[src/rtl/sadi_pkg.sv]
// Purpose: Shared constants and types for the serial converter interface block
// Assumes: 100 MHz system clock; every pin sampled through two flip-flops
// Notes:   Pin-level open-drain outputs travel as output/enable pairs
// Contract
// [RULE1] Trigger rising edge puts track-and-hold into hold and starts a conversion
// [RULE2] Trigger is asynchronous; it is synchronised before use
// [RULE3] Clock pin tied low-rail selects internal oscillator, else external clock
// [RULE4] Frame strobe is active low, open-drain, and frames the result word
// [RULE5] Clock mode 0 V stops and floats serial clock after transfer; -5 V runs
// [RULE6] Outside party must never tie clock mode to the positive supply
// [RULE7] Result bit valid at serial clock falling edge while strobe low
// [RULE8] Receive serial clock is derived from the selected converter clock
// [RULE9] Outside party lowers transmit frame sync first; data expected only after
// [RULE10] Input latch takes a bit on transmit clock falling edge while sync low
// [RULE11] Load strobe falling edge copies input latch into the DAC latch
// [RULE12] External or continuous internal clock: conversion lasts 19 or 20 edges
// [RULE13] Trigger within 30 ns before a rising edge gives 20 edges
// [RULE14] Gated internal clock: every conversion lasts exactly 19 edges
// [RULE15] Result word is 16 bits: two zeros, then 14-bit result, MSB first
// [RULE16] Strobe falls at conversion start; first zero valid on first falling edge
// [RULE17] Result data output changes on each serial clock rising edge
// [RULE18] ADC results and DAC words are two's complement binary
// [RULE19] Outside party holds sync low for a 16-bit word, code in low bits
package sadi_pkg;

  localparam int unsigned CLK_PERIOD_NS  = 10;
  localparam int unsigned DATA_W         = 14;
  localparam int unsigned WORD_W         = 16;
  localparam int unsigned CONV_EDGES     = 19;
  localparam int unsigned ALIGN_NS       = 30;
  localparam int unsigned ALIGN_CYC      = (ALIGN_NS + CLK_PERIOD_NS - 1) / CLK_PERIOD_NS;
  localparam int unsigned OSC_PERIOD_NS  = 500;
  localparam int unsigned OSC_HALF_CYC   = OSC_PERIOD_NS / (2 * CLK_PERIOD_NS);
  localparam int unsigned CNT_W          = 8;
  localparam int unsigned NUM_PINS       = 8;

  // Index of each pin in the synchroniser vector
  localparam int unsigned PIN_TRIG       = 0;
  localparam int unsigned PIN_EXT_CLK    = 1;
  localparam int unsigned PIN_INT_SEL    = 2;
  localparam int unsigned PIN_CONT       = 3;
  localparam int unsigned PIN_TFS        = 4;
  localparam int unsigned PIN_TRANSMIT_SERIAL_CLOCK       = 5;
  localparam int unsigned PIN_TDATA      = 6;
  localparam int unsigned PIN_LOAD       = 7;

  typedef struct packed {
    logic o;
    logic oe;
  } sadi_od_pin_s;

  typedef enum logic [0:0] {
    SADI_IDLE,
    SADI_CONV
  } sadi_state_e;

endpackage : sadi_pkg

[src/rtl/sadi_sync.sv]
// Purpose: Two-flop synchroniser with edge detection for a group of pins
// Assumes: Inputs are asynchronous to clk_i
// Notes:   Edges come from the second and third flops only
`timescale 1ns/10ps
module sadi_sync #(
  parameter int unsigned W = 1
) (
  input  wire logic         clk_i,
  input  wire logic         resetn_i,
  input  wire logic [W-1:0] async_i,
  output logic      [W-1:0] level_o,
  output logic      [W-1:0] rise_o,
  output logic      [W-1:0] fall_o
);

  logic [W-1:0] meta_q;
  logic [W-1:0] sync_q;
  logic [W-1:0] prev_q;

  // Only sync_q reads meta_q, keeping metastability off the logic
  always_ff @(posedge clk_i or negedge resetn_i)
  begin
    if (!resetn_i)
    begin
      meta_q <= '0;
      sync_q <= '0;
      prev_q <= '0;
    end
    else
    begin
      meta_q <= async_i;
      sync_q <= meta_q;
      prev_q <= sync_q;
    end
  end

  // Edge flags are one-cycle pulses
  always_comb
  begin
    level_o = sync_q;
    rise_o  = sync_q & ~prev_q;
    fall_o  = ~sync_q & prev_q;
  end

endmodule : sadi_sync

[src/rtl/sadi_top.sv]
// Purpose: Conversion control, result serialiser and DAC serial input
// Assumes: Converter core delivers its result on adc_result_i at start
// Notes:   Open-drain pins only ever pull low; enable high means pulling
`timescale 1ns/10ps
module sadi_top #(
  parameter int unsigned DATA_W   = sadi_pkg::DATA_W,
  parameter int unsigned OSC_HALF = sadi_pkg::OSC_HALF_CYC
) (
  input  wire logic                  clk_i,
  input  wire logic                  resetn_i,
  input  wire logic                  conversion_trigger_i,
  input  wire logic                  adc_clock_i,
  input  wire logic                  clock_pin_at_low_rail_i,
  input  wire logic                  clock_mode_continuous_i,
  input  wire logic                  transmit_frame_sync_i,
  input  wire logic                  transmit_serial_clock_i,
  input  wire logic                  transmit_serial_input_i,
  input  wire logic                  dac_load_strobe_i,
  input  wire logic [DATA_W-1:0]     adc_result_i,
  output sadi_pkg::sadi_od_pin_s     receive_frame_strobe_o,
  output sadi_pkg::sadi_od_pin_s     receive_serial_clock_o,
  output sadi_pkg::sadi_od_pin_s     receive_serial_output_o,
  output logic                       track_hold_o,
  output logic                       conv_busy_o,
  output logic [DATA_W-1:0]          dac_latch_o
);

  localparam int unsigned CW = sadi_pkg::CNT_W;
  localparam int unsigned WW = sadi_pkg::WORD_W;
  localparam logic [CW-1:0] EDGES_C = CW'(sadi_pkg::CONV_EDGES);
  localparam logic [CW-1:0] ALIGN_C = CW'(sadi_pkg::ALIGN_CYC);
  localparam logic [CW-1:0] HALF_C  = CW'(OSC_HALF);
  localparam logic [CW-1:0] WORD_C  = CW'(WW);

  ////////////////////////////////////////////////////////////////////////////
  // Pin synchronisation

  logic [sadi_pkg::NUM_PINS-1:0] pin_async;
  logic [sadi_pkg::NUM_PINS-1:0] pin_lvl;
  logic [sadi_pkg::NUM_PINS-1:0] pin_rise;
  logic [sadi_pkg::NUM_PINS-1:0] pin_fall;

  // All pins share one synchroniser instance
  always_comb
  begin
    pin_async                        = '0;
    pin_async[sadi_pkg::PIN_TRIG]    = conversion_trigger_i;
    pin_async[sadi_pkg::PIN_EXT_CLK] = adc_clock_i;
    pin_async[sadi_pkg::PIN_INT_SEL] = clock_pin_at_low_rail_i;
    pin_async[sadi_pkg::PIN_CONT]    = clock_mode_continuous_i;
    pin_async[sadi_pkg::PIN_TFS]     = transmit_frame_sync_i;
    pin_async[sadi_pkg::PIN_TRANSMIT_SERIAL_CLOCK]    = transmit_serial_clock_i;
    pin_async[sadi_pkg::PIN_TDATA]   = transmit_serial_input_i;
    pin_async[sadi_pkg::PIN_LOAD]    = dac_load_strobe_i;
  end

  sadi_sync #(
    .W (sadi_pkg::NUM_PINS)
  ) u_sync (
    .clk_i    (clk_i),
    .resetn_i (resetn_i),
    .async_i  (pin_async),
    .level_o  (pin_lvl),
    .rise_o   (pin_rise),
    .fall_o   (pin_fall)
  );

  ////////////////////////////////////////////////////////////////////////////
  // Converter clock source and conversion control

  sadi_pkg::sadi_state_e state_q, state_d;
  logic [CW-1:0]         osc_cnt_q, osc_cnt_d;
  logic                  osc_lvl_q, osc_lvl_d;
  logic                  sel_prev_q, sel_prev_d;
  logic [CW-1:0]         edge_cnt_q, edge_cnt_d;
  logic [CW-1:0]         since_q, since_d;
  logic                  first_q, first_d;
  logic                  use_int;
  logic                  gated;
  logic                  start;
  logic                  sel_lvl;
  logic                  sel_rise;
  logic                  sel_fall;

  // Next state of oscillator, edge counter and conversion state
  always_comb
  begin
    use_int    = pin_lvl[sadi_pkg::PIN_INT_SEL];                      // [RULE3]
    gated      = use_int & ~pin_lvl[sadi_pkg::PIN_CONT];
    start      = pin_rise[sadi_pkg::PIN_TRIG] & (state_q == sadi_pkg::SADI_IDLE); // [RULE1] [RULE2]
    state_d    = state_q;
    edge_cnt_d = edge_cnt_q;
    first_d    = first_q;
    since_d    = (since_q == {CW{1'b1}}) ? since_q : since_q + 1'b1;
    osc_cnt_d  = osc_cnt_q;
    osc_lvl_d  = osc_lvl_q;
    // Gated oscillator restarts at the trigger so its phase is fixed
    if (gated && (start || state_q == sadi_pkg::SADI_IDLE))
    begin
      osc_cnt_d = '0;
      osc_lvl_d = 1'b0;
    end
    else if (osc_cnt_q == HALF_C - 1'b1)
    begin
      osc_cnt_d = '0;
      osc_lvl_d = ~osc_lvl_q;
    end
    else
    begin
      osc_cnt_d = osc_cnt_q + 1'b1;
    end
    sel_lvl    = use_int ? osc_lvl_q : pin_lvl[sadi_pkg::PIN_EXT_CLK];  // [RULE8]
    sel_prev_d = sel_lvl;
    sel_rise   = sel_lvl & ~sel_prev_q;
    sel_fall   = ~sel_lvl & sel_prev_q;
    case (state_q)
      sadi_pkg::SADI_IDLE:
      begin
        if (start)
        begin
          state_d    = sadi_pkg::SADI_CONV;
          edge_cnt_d = '0;
          since_d    = '0;
          first_d    = 1'b1;
        end
      end
      sadi_pkg::SADI_CONV:
      begin
        if (sel_rise)
        begin
          first_d = 1'b0;
          // A too-close first edge is not counted: one extra edge
          if (!(first_q && !gated && since_q < ALIGN_C))               // [RULE12] [RULE13] [RULE14]
          begin
            edge_cnt_d = edge_cnt_q + 1'b1;
            if (edge_cnt_q == EDGES_C - 1'b1)
            begin
              state_d = sadi_pkg::SADI_IDLE;
            end
          end
        end
      end
      default:
      begin
        state_d = sadi_pkg::SADI_IDLE;
      end
    endcase
  end

  always_ff @(posedge clk_i or negedge resetn_i)
  begin
    if (!resetn_i)
    begin
      state_q    <= sadi_pkg::SADI_IDLE;
      osc_cnt_q  <= '0;
      osc_lvl_q  <= 1'b0;
      sel_prev_q <= 1'b0;
      edge_cnt_q <= '0;
      since_q    <= '0;
      first_q    <= 1'b0;
    end
    else
    begin
      state_q    <= state_d;
      osc_cnt_q  <= osc_cnt_d;
      osc_lvl_q  <= osc_lvl_d;
      sel_prev_q <= sel_prev_d;
      edge_cnt_q <= edge_cnt_d;
      since_q    <= since_d;
      first_q    <= first_d;
    end
  end

  ////////////////////////////////////////////////////////////////////////////
  // Result serialiser and open-drain pins

  logic [WW-1:0] shift_q, shift_d;
  logic [CW-1:0] fall_cnt_q, fall_cnt_d;
  logic          frame_q, frame_d;
  sadi_pkg::sadi_od_pin_s rfs_q, rfs_d, rclk_q, rclk_d, rdat_q, rdat_d;
  logic          hold_d;

  // Word loads at start; shifts on rising edges after the first fall
  always_comb
  begin
    shift_d    = shift_q;
    fall_cnt_d = fall_cnt_q;
    frame_d    = frame_q;
    if (start)
    begin
      frame_d    = 1'b1;                                               // [RULE16]
      shift_d    = {{(WW - DATA_W){1'b0}}, adc_result_i};              // [RULE15] [RULE18]
      // A fall in the start cycle reaches the pin one cycle late, so count it now
      fall_cnt_d = {{(CW - 1){1'b0}}, sel_fall};
    end
    else if (frame_q)
    begin
      if (sel_fall)
      begin
        fall_cnt_d = fall_cnt_q + 1'b1;
      end
      if (sel_rise && fall_cnt_q != '0)
      begin
        if (fall_cnt_q == WORD_C)
        begin
          frame_d = 1'b0;
        end
        else
        begin
          shift_d = {shift_q[WW-2:0], 1'b0};                           // [RULE17]
        end
      end
    end
    hold_d    = (state_d == sadi_pkg::SADI_CONV);                      // [RULE1]
    rfs_d.o   = 1'b0;
    rfs_d.oe  = frame_d;                                               // [RULE4]
    rdat_d.o  = 1'b0;
    rdat_d.oe = frame_d & ~shift_d[WW-1];                              // [RULE7]
    rclk_d.o  = 1'b0;
    // Gated mode drives the clock from the first counted fall to the end of the word;
    // the start cycle holds the pin so no clock fall lands on the strobe edge
    if (start)
    begin
      rclk_d.oe = rclk_q.oe;
    end
    else
    begin
      rclk_d.oe = (pin_lvl[sadi_pkg::PIN_CONT] | (frame_d & (fall_cnt_d != '0)))
                  & ~sel_lvl;                                          // [RULE5] [RULE8]
    end
  end

  always_ff @(posedge clk_i or negedge resetn_i)
  begin
    if (!resetn_i)
    begin
      shift_q      <= '0;
      fall_cnt_q   <= '0;
      frame_q      <= 1'b0;
      rfs_q        <= '0;
      rclk_q       <= '0;
      rdat_q       <= '0;
      track_hold_o <= 1'b0;
      conv_busy_o  <= 1'b0;
    end
    else
    begin
      shift_q      <= shift_d;
      fall_cnt_q   <= fall_cnt_d;
      frame_q      <= frame_d;
      rfs_q        <= rfs_d;
      rclk_q       <= rclk_d;
      rdat_q       <= rdat_d;
      track_hold_o <= hold_d;
      conv_busy_o  <= hold_d;
    end
  end

  assign receive_frame_strobe_o  = rfs_q;
  assign receive_serial_clock_o  = rclk_q;
  assign receive_serial_output_o = rdat_q;

  ////////////////////////////////////////////////////////////////////////////
  // DAC serial input latch and load

  logic [WW-1:0]     in_latch_q, in_latch_d;
  logic [DATA_W-1:0] dac_d;

  // Bits enter only while sync is low; the low bits form the code
  always_comb
  begin
    in_latch_d = in_latch_q;
    dac_d      = dac_latch_o;
    if (pin_fall[sadi_pkg::PIN_TRANSMIT_SERIAL_CLOCK] && !pin_lvl[sadi_pkg::PIN_TFS])   // [RULE9] [RULE10]
    begin
      in_latch_d = {in_latch_q[WW-2:0], pin_lvl[sadi_pkg::PIN_TDATA]}; // [RULE19]
    end
    if (pin_fall[sadi_pkg::PIN_LOAD])
    begin
      dac_d = in_latch_q[DATA_W-1:0];                                  // [RULE11] [RULE18]
    end
  end

  always_ff @(posedge clk_i or negedge resetn_i)
  begin
    if (!resetn_i)
    begin
      in_latch_q  <= '0;
      dac_latch_o <= '0;
    end
    else
    begin
      in_latch_q  <= in_latch_d;
      dac_latch_o <= dac_d;
    end
  end

endmodule : sadi_top

[config.mk]
export PLATFORM = sky130hd
export DESIGN_NAME = sadi_top
export DESIGN_NICKNAME = d
export VERILOG_FILES = /design/src/rtl/sadi_pkg.sv /design/src/rtl/sadi_sync.sv /design/src/rtl/sadi_top.sv
export SDC_FILE = /design/constraint.sdc
export NUM_CORES = 1
export LEC_CHECK = 0
export BUFFER_PORTS_ARGS = -buffer_cell sky130_fd_sc_hd__clkbuf_2
export CORE_ASPECT_RATIO = 0.75
export CORE_MARGIN = 5
export CORE_UTILIZATION = 25
export DETAILED_ROUTE_END_ITERATION = 8
export GPL_TIMING_DRIVEN = 0
export PLACE_DENSITY = 0.4
export SYNTH_ARGS = -nofsm -noshare
export SYNTH_HDL_FRONTEND = slang
export SYNTH_SLANG_ARGS = --single-unit
[constraint.sdc]
create_clock -name clk_i -period 2.6 [get_ports clk_i]
set_input_delay 0.52 -clock clk_i [delete_from_list [all_inputs] [get_ports clk_i]]
set_output_delay 0.52 -clock clk_i [all_outputs]
set_load 0.05 [all_outputs]
======== Word-level counts from Yosys, hierarchy flattened ========
Cells that the tools add are included.
Widths: inputs -> output; s select.
word-level totals
  register bits after elaboration ......... 107
  output and inout port bits .............. 22
operators by class
  add/sub/neg operators ................... 4
  magnitude comparators ................... 1
  eq/ne operators ......................... 8
  mux-type cells .......................... 31
  bitwise operators ....................... 18
  reduce and logical (&&, ||, !) cells .... 16
operator list
  operator             count
  $mux 8               11
  $mux 16              4
  $add 8x1->8 const B  4
  $eq 8x5->1 const B   3
  $pmux 8 s2           1
  $reduce_bool 8->1    2
  $mux 1               13
  $and 1x1->1          8
  $and 8x8->8          1
  $eq 8x8->1 const B   1
  $lt 8x2->1 const B   1
  $not 8->8            1
  $not 1->1            7
  $ne 2x2->1 const B   3
  $reduce_and 3->1     2
  $reduce_bool 2->1    3
  $logic_and 1x1->1    5
  $pmux 1 s2           2
  $logic_not 1->1      2
  $ne 2x1->1 const B   1
  $reduce_and 2->1     1
  $logic_or 1x1->1     1
  $or 1x1->1           1

======== Depth between registers and ports, before layout ========
  word-level depth ........................ 10
  mapped depth ............................ 8
  mapped depth without buffers ............ 7

======== Modules after synthesis ========
A second synthesis with hierarchy kept.
unflattened totals
  cell total of the unflattened synthesis .. 382
  area, all modules ....................... 4559.4 µm²
modules (own cells, without submodules)
  module     instances  cells an instance  area an instance (µm²)  seq. area each (µm²)
  sadi_top   1          342                3818.7                  2077.0
  sadi_sync  1          40                 740.7                   600.6

======== Worst setup path after synthesis ========
OpenSTA, ideal clock, no wires.
  path type ............................... register -> register
  from .................................... register conv_busy_o (netlist name)
  to ...................................... register rclk_q (netlist bit receive_serial_clock_o[0])
  arrival ................................. 1851 ps
  data required time ...................... 2471 ps
  path slack .............................. 619 ps
  stages on the path, launching flop included .. 8
  period minus slack after synthesis ...... 1981 ps
  cell sequence ........................... dfrtp_1 nor3b_1 clkbuf_1 nor2_1 mux2i_1 o221ai_1 o311ai_1 nand2_1
RTL lines
  what                    RTL line         RTL
  end signal: assignment  sadi_top.sv:252  rclk_q <= rclk_d;
  end: declaration        sadi_top.sv:180  sadi_pkg::sadi_od_pin_s rfs_q, rfs_d, rclk_q, rclk_d, rdat_q, rdat_d;

==> impl_metrics.yaml <==
critical_path:
  worstSetupPathType: "reg -> reg"
  arrival_ns: 2.52
  startpoint_type: "register"
  required_ns: 2.80
  end_kind: "register"
  cp_max_fo: 10
drt:
  drt_first_iter_violations: 198
  vias: 2736
  finalWirelength_mm: 8.63
  drc: 0
  viasPerCell: 4.29
  final_antenna_net_count: 0
  firstDrtPassIters: 4
  avgRoutedWirePerCell_um: 13.5
sta:
  fmax_ghz: 0.430
  whs_ns: 0.250
  setup_viol: 0
  finClkSkew_ns: 0.00752
  worst_pin_slew_ns: 0.857
  timing.setup.tns_ns: 0
  relSlewSlack_pct: 42.9
  fin_ws_ns: 0.275
  grt_setup_unrepaired: "no"
  finalMaxSlewViolations: 0
  period_minus_slack_ns: 2.33
  timing.final.crit_share_pct: 89.4
  hold_violations: 0
global_route:
  grt_overflow_total: 0
  grt.total_usage_pct: 9.22
  use_met1_pct: 13.5
  grt_use_met2_pct: 13.3
  antenna_found_initial: 0
  grt_pass1_wl_mm: 14.6
  grt_util_met3_pct: 2.83
  top_usage_layer: "met1"
  grt_start_max_net_pins: 103
  grt_pass1_vias: 2797
outcome:
  status: "completed"
logic_synthesis:
  synth_area_leaders: "dfrtp_1, mux2_2, mux2i_1"
  yosys.area.top_type: "dfrtp_1"
  synth_area_sq_mm: 0.00428
  ys.warnings.count: 0
  synthDominantCellAreaShare_pct: 59.7
  synth-seq-cells: 102
  ys_seq_area_share_pct: 59.7
  syn_inst: 363
  synth.distinct_cells: 44
  post_synth.cell_area_avg_sq_um: 11.8
placement:
  dp.cells: 622
  io_buffers: 42
  dpl_cell_area_sq_mm: 0.00477
  hpwl_mm: 5.92
  routabilityCongestion: 0.763
  post-place-ws_ns: 0.0995
floorplan:
  io_pins: 46
  rows: 41
  die_w_um: 161
  die_area_sq_mm: 0.0198
  die_h_um: 123
  initial_core_util_pct: 25.4
  core_sq_mm: 0.0168
clock_tree:
  clk_pin_slew_ns: 0.06
  clock_path_buffers: 2
  worstSkewPairLatency_ns: 0.33
  htree_levels: 3
  cts-resized-gates: 0
  cts_buffers: 9
  cts_tree: "yes"
  cts_hold_buffers: 0
  cts.sinks: 102
  root_buffer: "clkbuf_16"
  post_cts_buffers: 0
power_and_ir_drop:
  p_total_mw: 5.02
  powerDensity_mw_per_mm2: 994
  power.leakage_nw: 2.31
  vdd_ir_drop_max_mv: 0.340
final_layout:
  syn_to_final_growth_pct: 18.3
  num-fill-cells: 1737
  final_util_pct: 30.0
  fin_area_sq_mm: 0.00506
  antenna_cells: 0
  drive_gt1_share_pct: 22.7
  layoutNonFillerInstCount: 638
  num-nets-final: 449
flow_run:
  maxCapViolCount: 0
min_path:
  min_path_type: "in -> async"
## flip-flops by register name (all words and copies together), names as in the netlist, 3 cells and up
| name | flops |
|---|---|
| shift_q | 16 |
| dac_latch_o | 14 |
| in_latch_q | 14 |
| edge_cnt_q | 8 |
| fall_cnt_q | 8 |
| osc_cnt_q | 8 |
| since_q | 8 |
| u_sync.level_o | 8 |
| u_sync.meta_q | 8 |
| u_sync.prev_q | 3 |
## where the power goes
part	leakage, nW	internal [mW]	switching, mW
Combinational	0.890	0.545	0.814
Clock	0.137	0.745	0.562
Sequential	1.29	2.02	0.338
Total	2.31	3.31	1.71
## area by class of cell
cell class,count,area [sq um],area share [%]
Clock inverter,4,47.5,0.940
Tap cell,215,269,5.32
Sequential cell,102,2550,50.5
Buffer,17,88.8,1.76
Inverter,11,41.3,0.817
Timing Repair Buffer,42,219,4.33
Multi-Input combinational cell,235,1600,31.7
Clock buffer,12,236,4.68
## critical path: stages, from the launching register on
cell and delay [ns]:
dfrtp_1 0.50, nor3b_1 0.35, clkbuf_1 0.46, clkbuf_2 0.35, buf_1 0.42, nor2_1 0.12
## logic make-up after synthesis
family / Yosys count / synth area share (%)
compound gates: 40 / 5.41
xor+xnor: 20 / 4.10
fa+ha+maj: 7 / 2.05
buf+inv: 28 / 3.01
flops: 102 / 59.7
mux: 48 / 12.3
other cells: 1 / 0.0877
simple gates: 117 / 13.3
## Yosys cell counts (all sizes together)
cell and instances:
dfrtp 102, nor2 36, nand2 29, mux2 28, o21ai 23, mux2i 20
nand3 13, inv 11, xnor2 11, buf 10, xor2 9, a21oi 7
clkbuf 7, ha 7, nand4 7, and3 6, nor3 5, nor4 3
a211oi 2, nand2b 2, nand3b 2, nor2b 2, nor3b 2, nor4b 2
or2 2, or3 2, a21o 1, a22oi 1, a31o 1, a31oi 1
conb 1, nor4bb 1, o211a 1, o221ai 1, o311ai 1, o41ai 1
or3b 1, or4 1, or4b 1
## cells in the final DEF, fill, tap and decap left out, types with 3 or more instances in the layout
cell type | netlist | final
a21oi_1 | 7 | 7
and3_1 | 6 | 6
buf_4 | 6 | 6
clkbuf_1 | 7 | 10
clkbuf_16 | 0 | 9
clkbuf_2 | 0 | 42
conb_1 | 1 | 3
dfrtp_1 | 102 | 102
ha_1 | 7 | 7
inv_1 | 10 | 10
mux2_2 | 28 | 28
mux2i_1 | 19 | 19
nand2_1 | 29 | 29
nand3_1 | 13 | 13
nand4_1 | 7 | 7
nor2_1 | 36 | 36
nor3_1 | 5 | 5
nor4_1 | 3 | 3
o21ai_0 | 8 | 8
o21ai_1 | 15 | 15
xnor2_1 | 11 | 11
xor2_1 | 9 | 9
## per-layer routing
metal / vias to the layer above / part of all wire, % / wire (um)
met2: 59 / 42 / 3590
li1: 1345 / - / -
met3: 7 / 4.8 / 412
met4: 0 / 0.79 / 68
met5: - / 0 / 0
met1: 1325 / 53 / 4560
## path summary, 6_finish.rpt
| kind | from | endpoint | slack, ns | cells past startpoint |
|---|---|---|---|---|
| min in group clk_i | transmit_serial_clock_i | u_sync.meta_q[5] | 0.29 | 1 |
| max | conv_busy_o | since_q[3] | 0.27 | 5 |
| min | resetn_i | u_sync.meta_q[3] | 0.25 | 1 |
| min reg2reg | u_sync.meta_q[7] | u_sync.level_o[7] | 0.35 | 0 |
| max in group asynchronous | resetn_i | in_latch_q[1] | 1.72 | 1 |
| max reg2reg | conv_busy_o | since_q[3] | 0.27 | 5 |
Note: power is estimated with default switching activity, not from simulation.
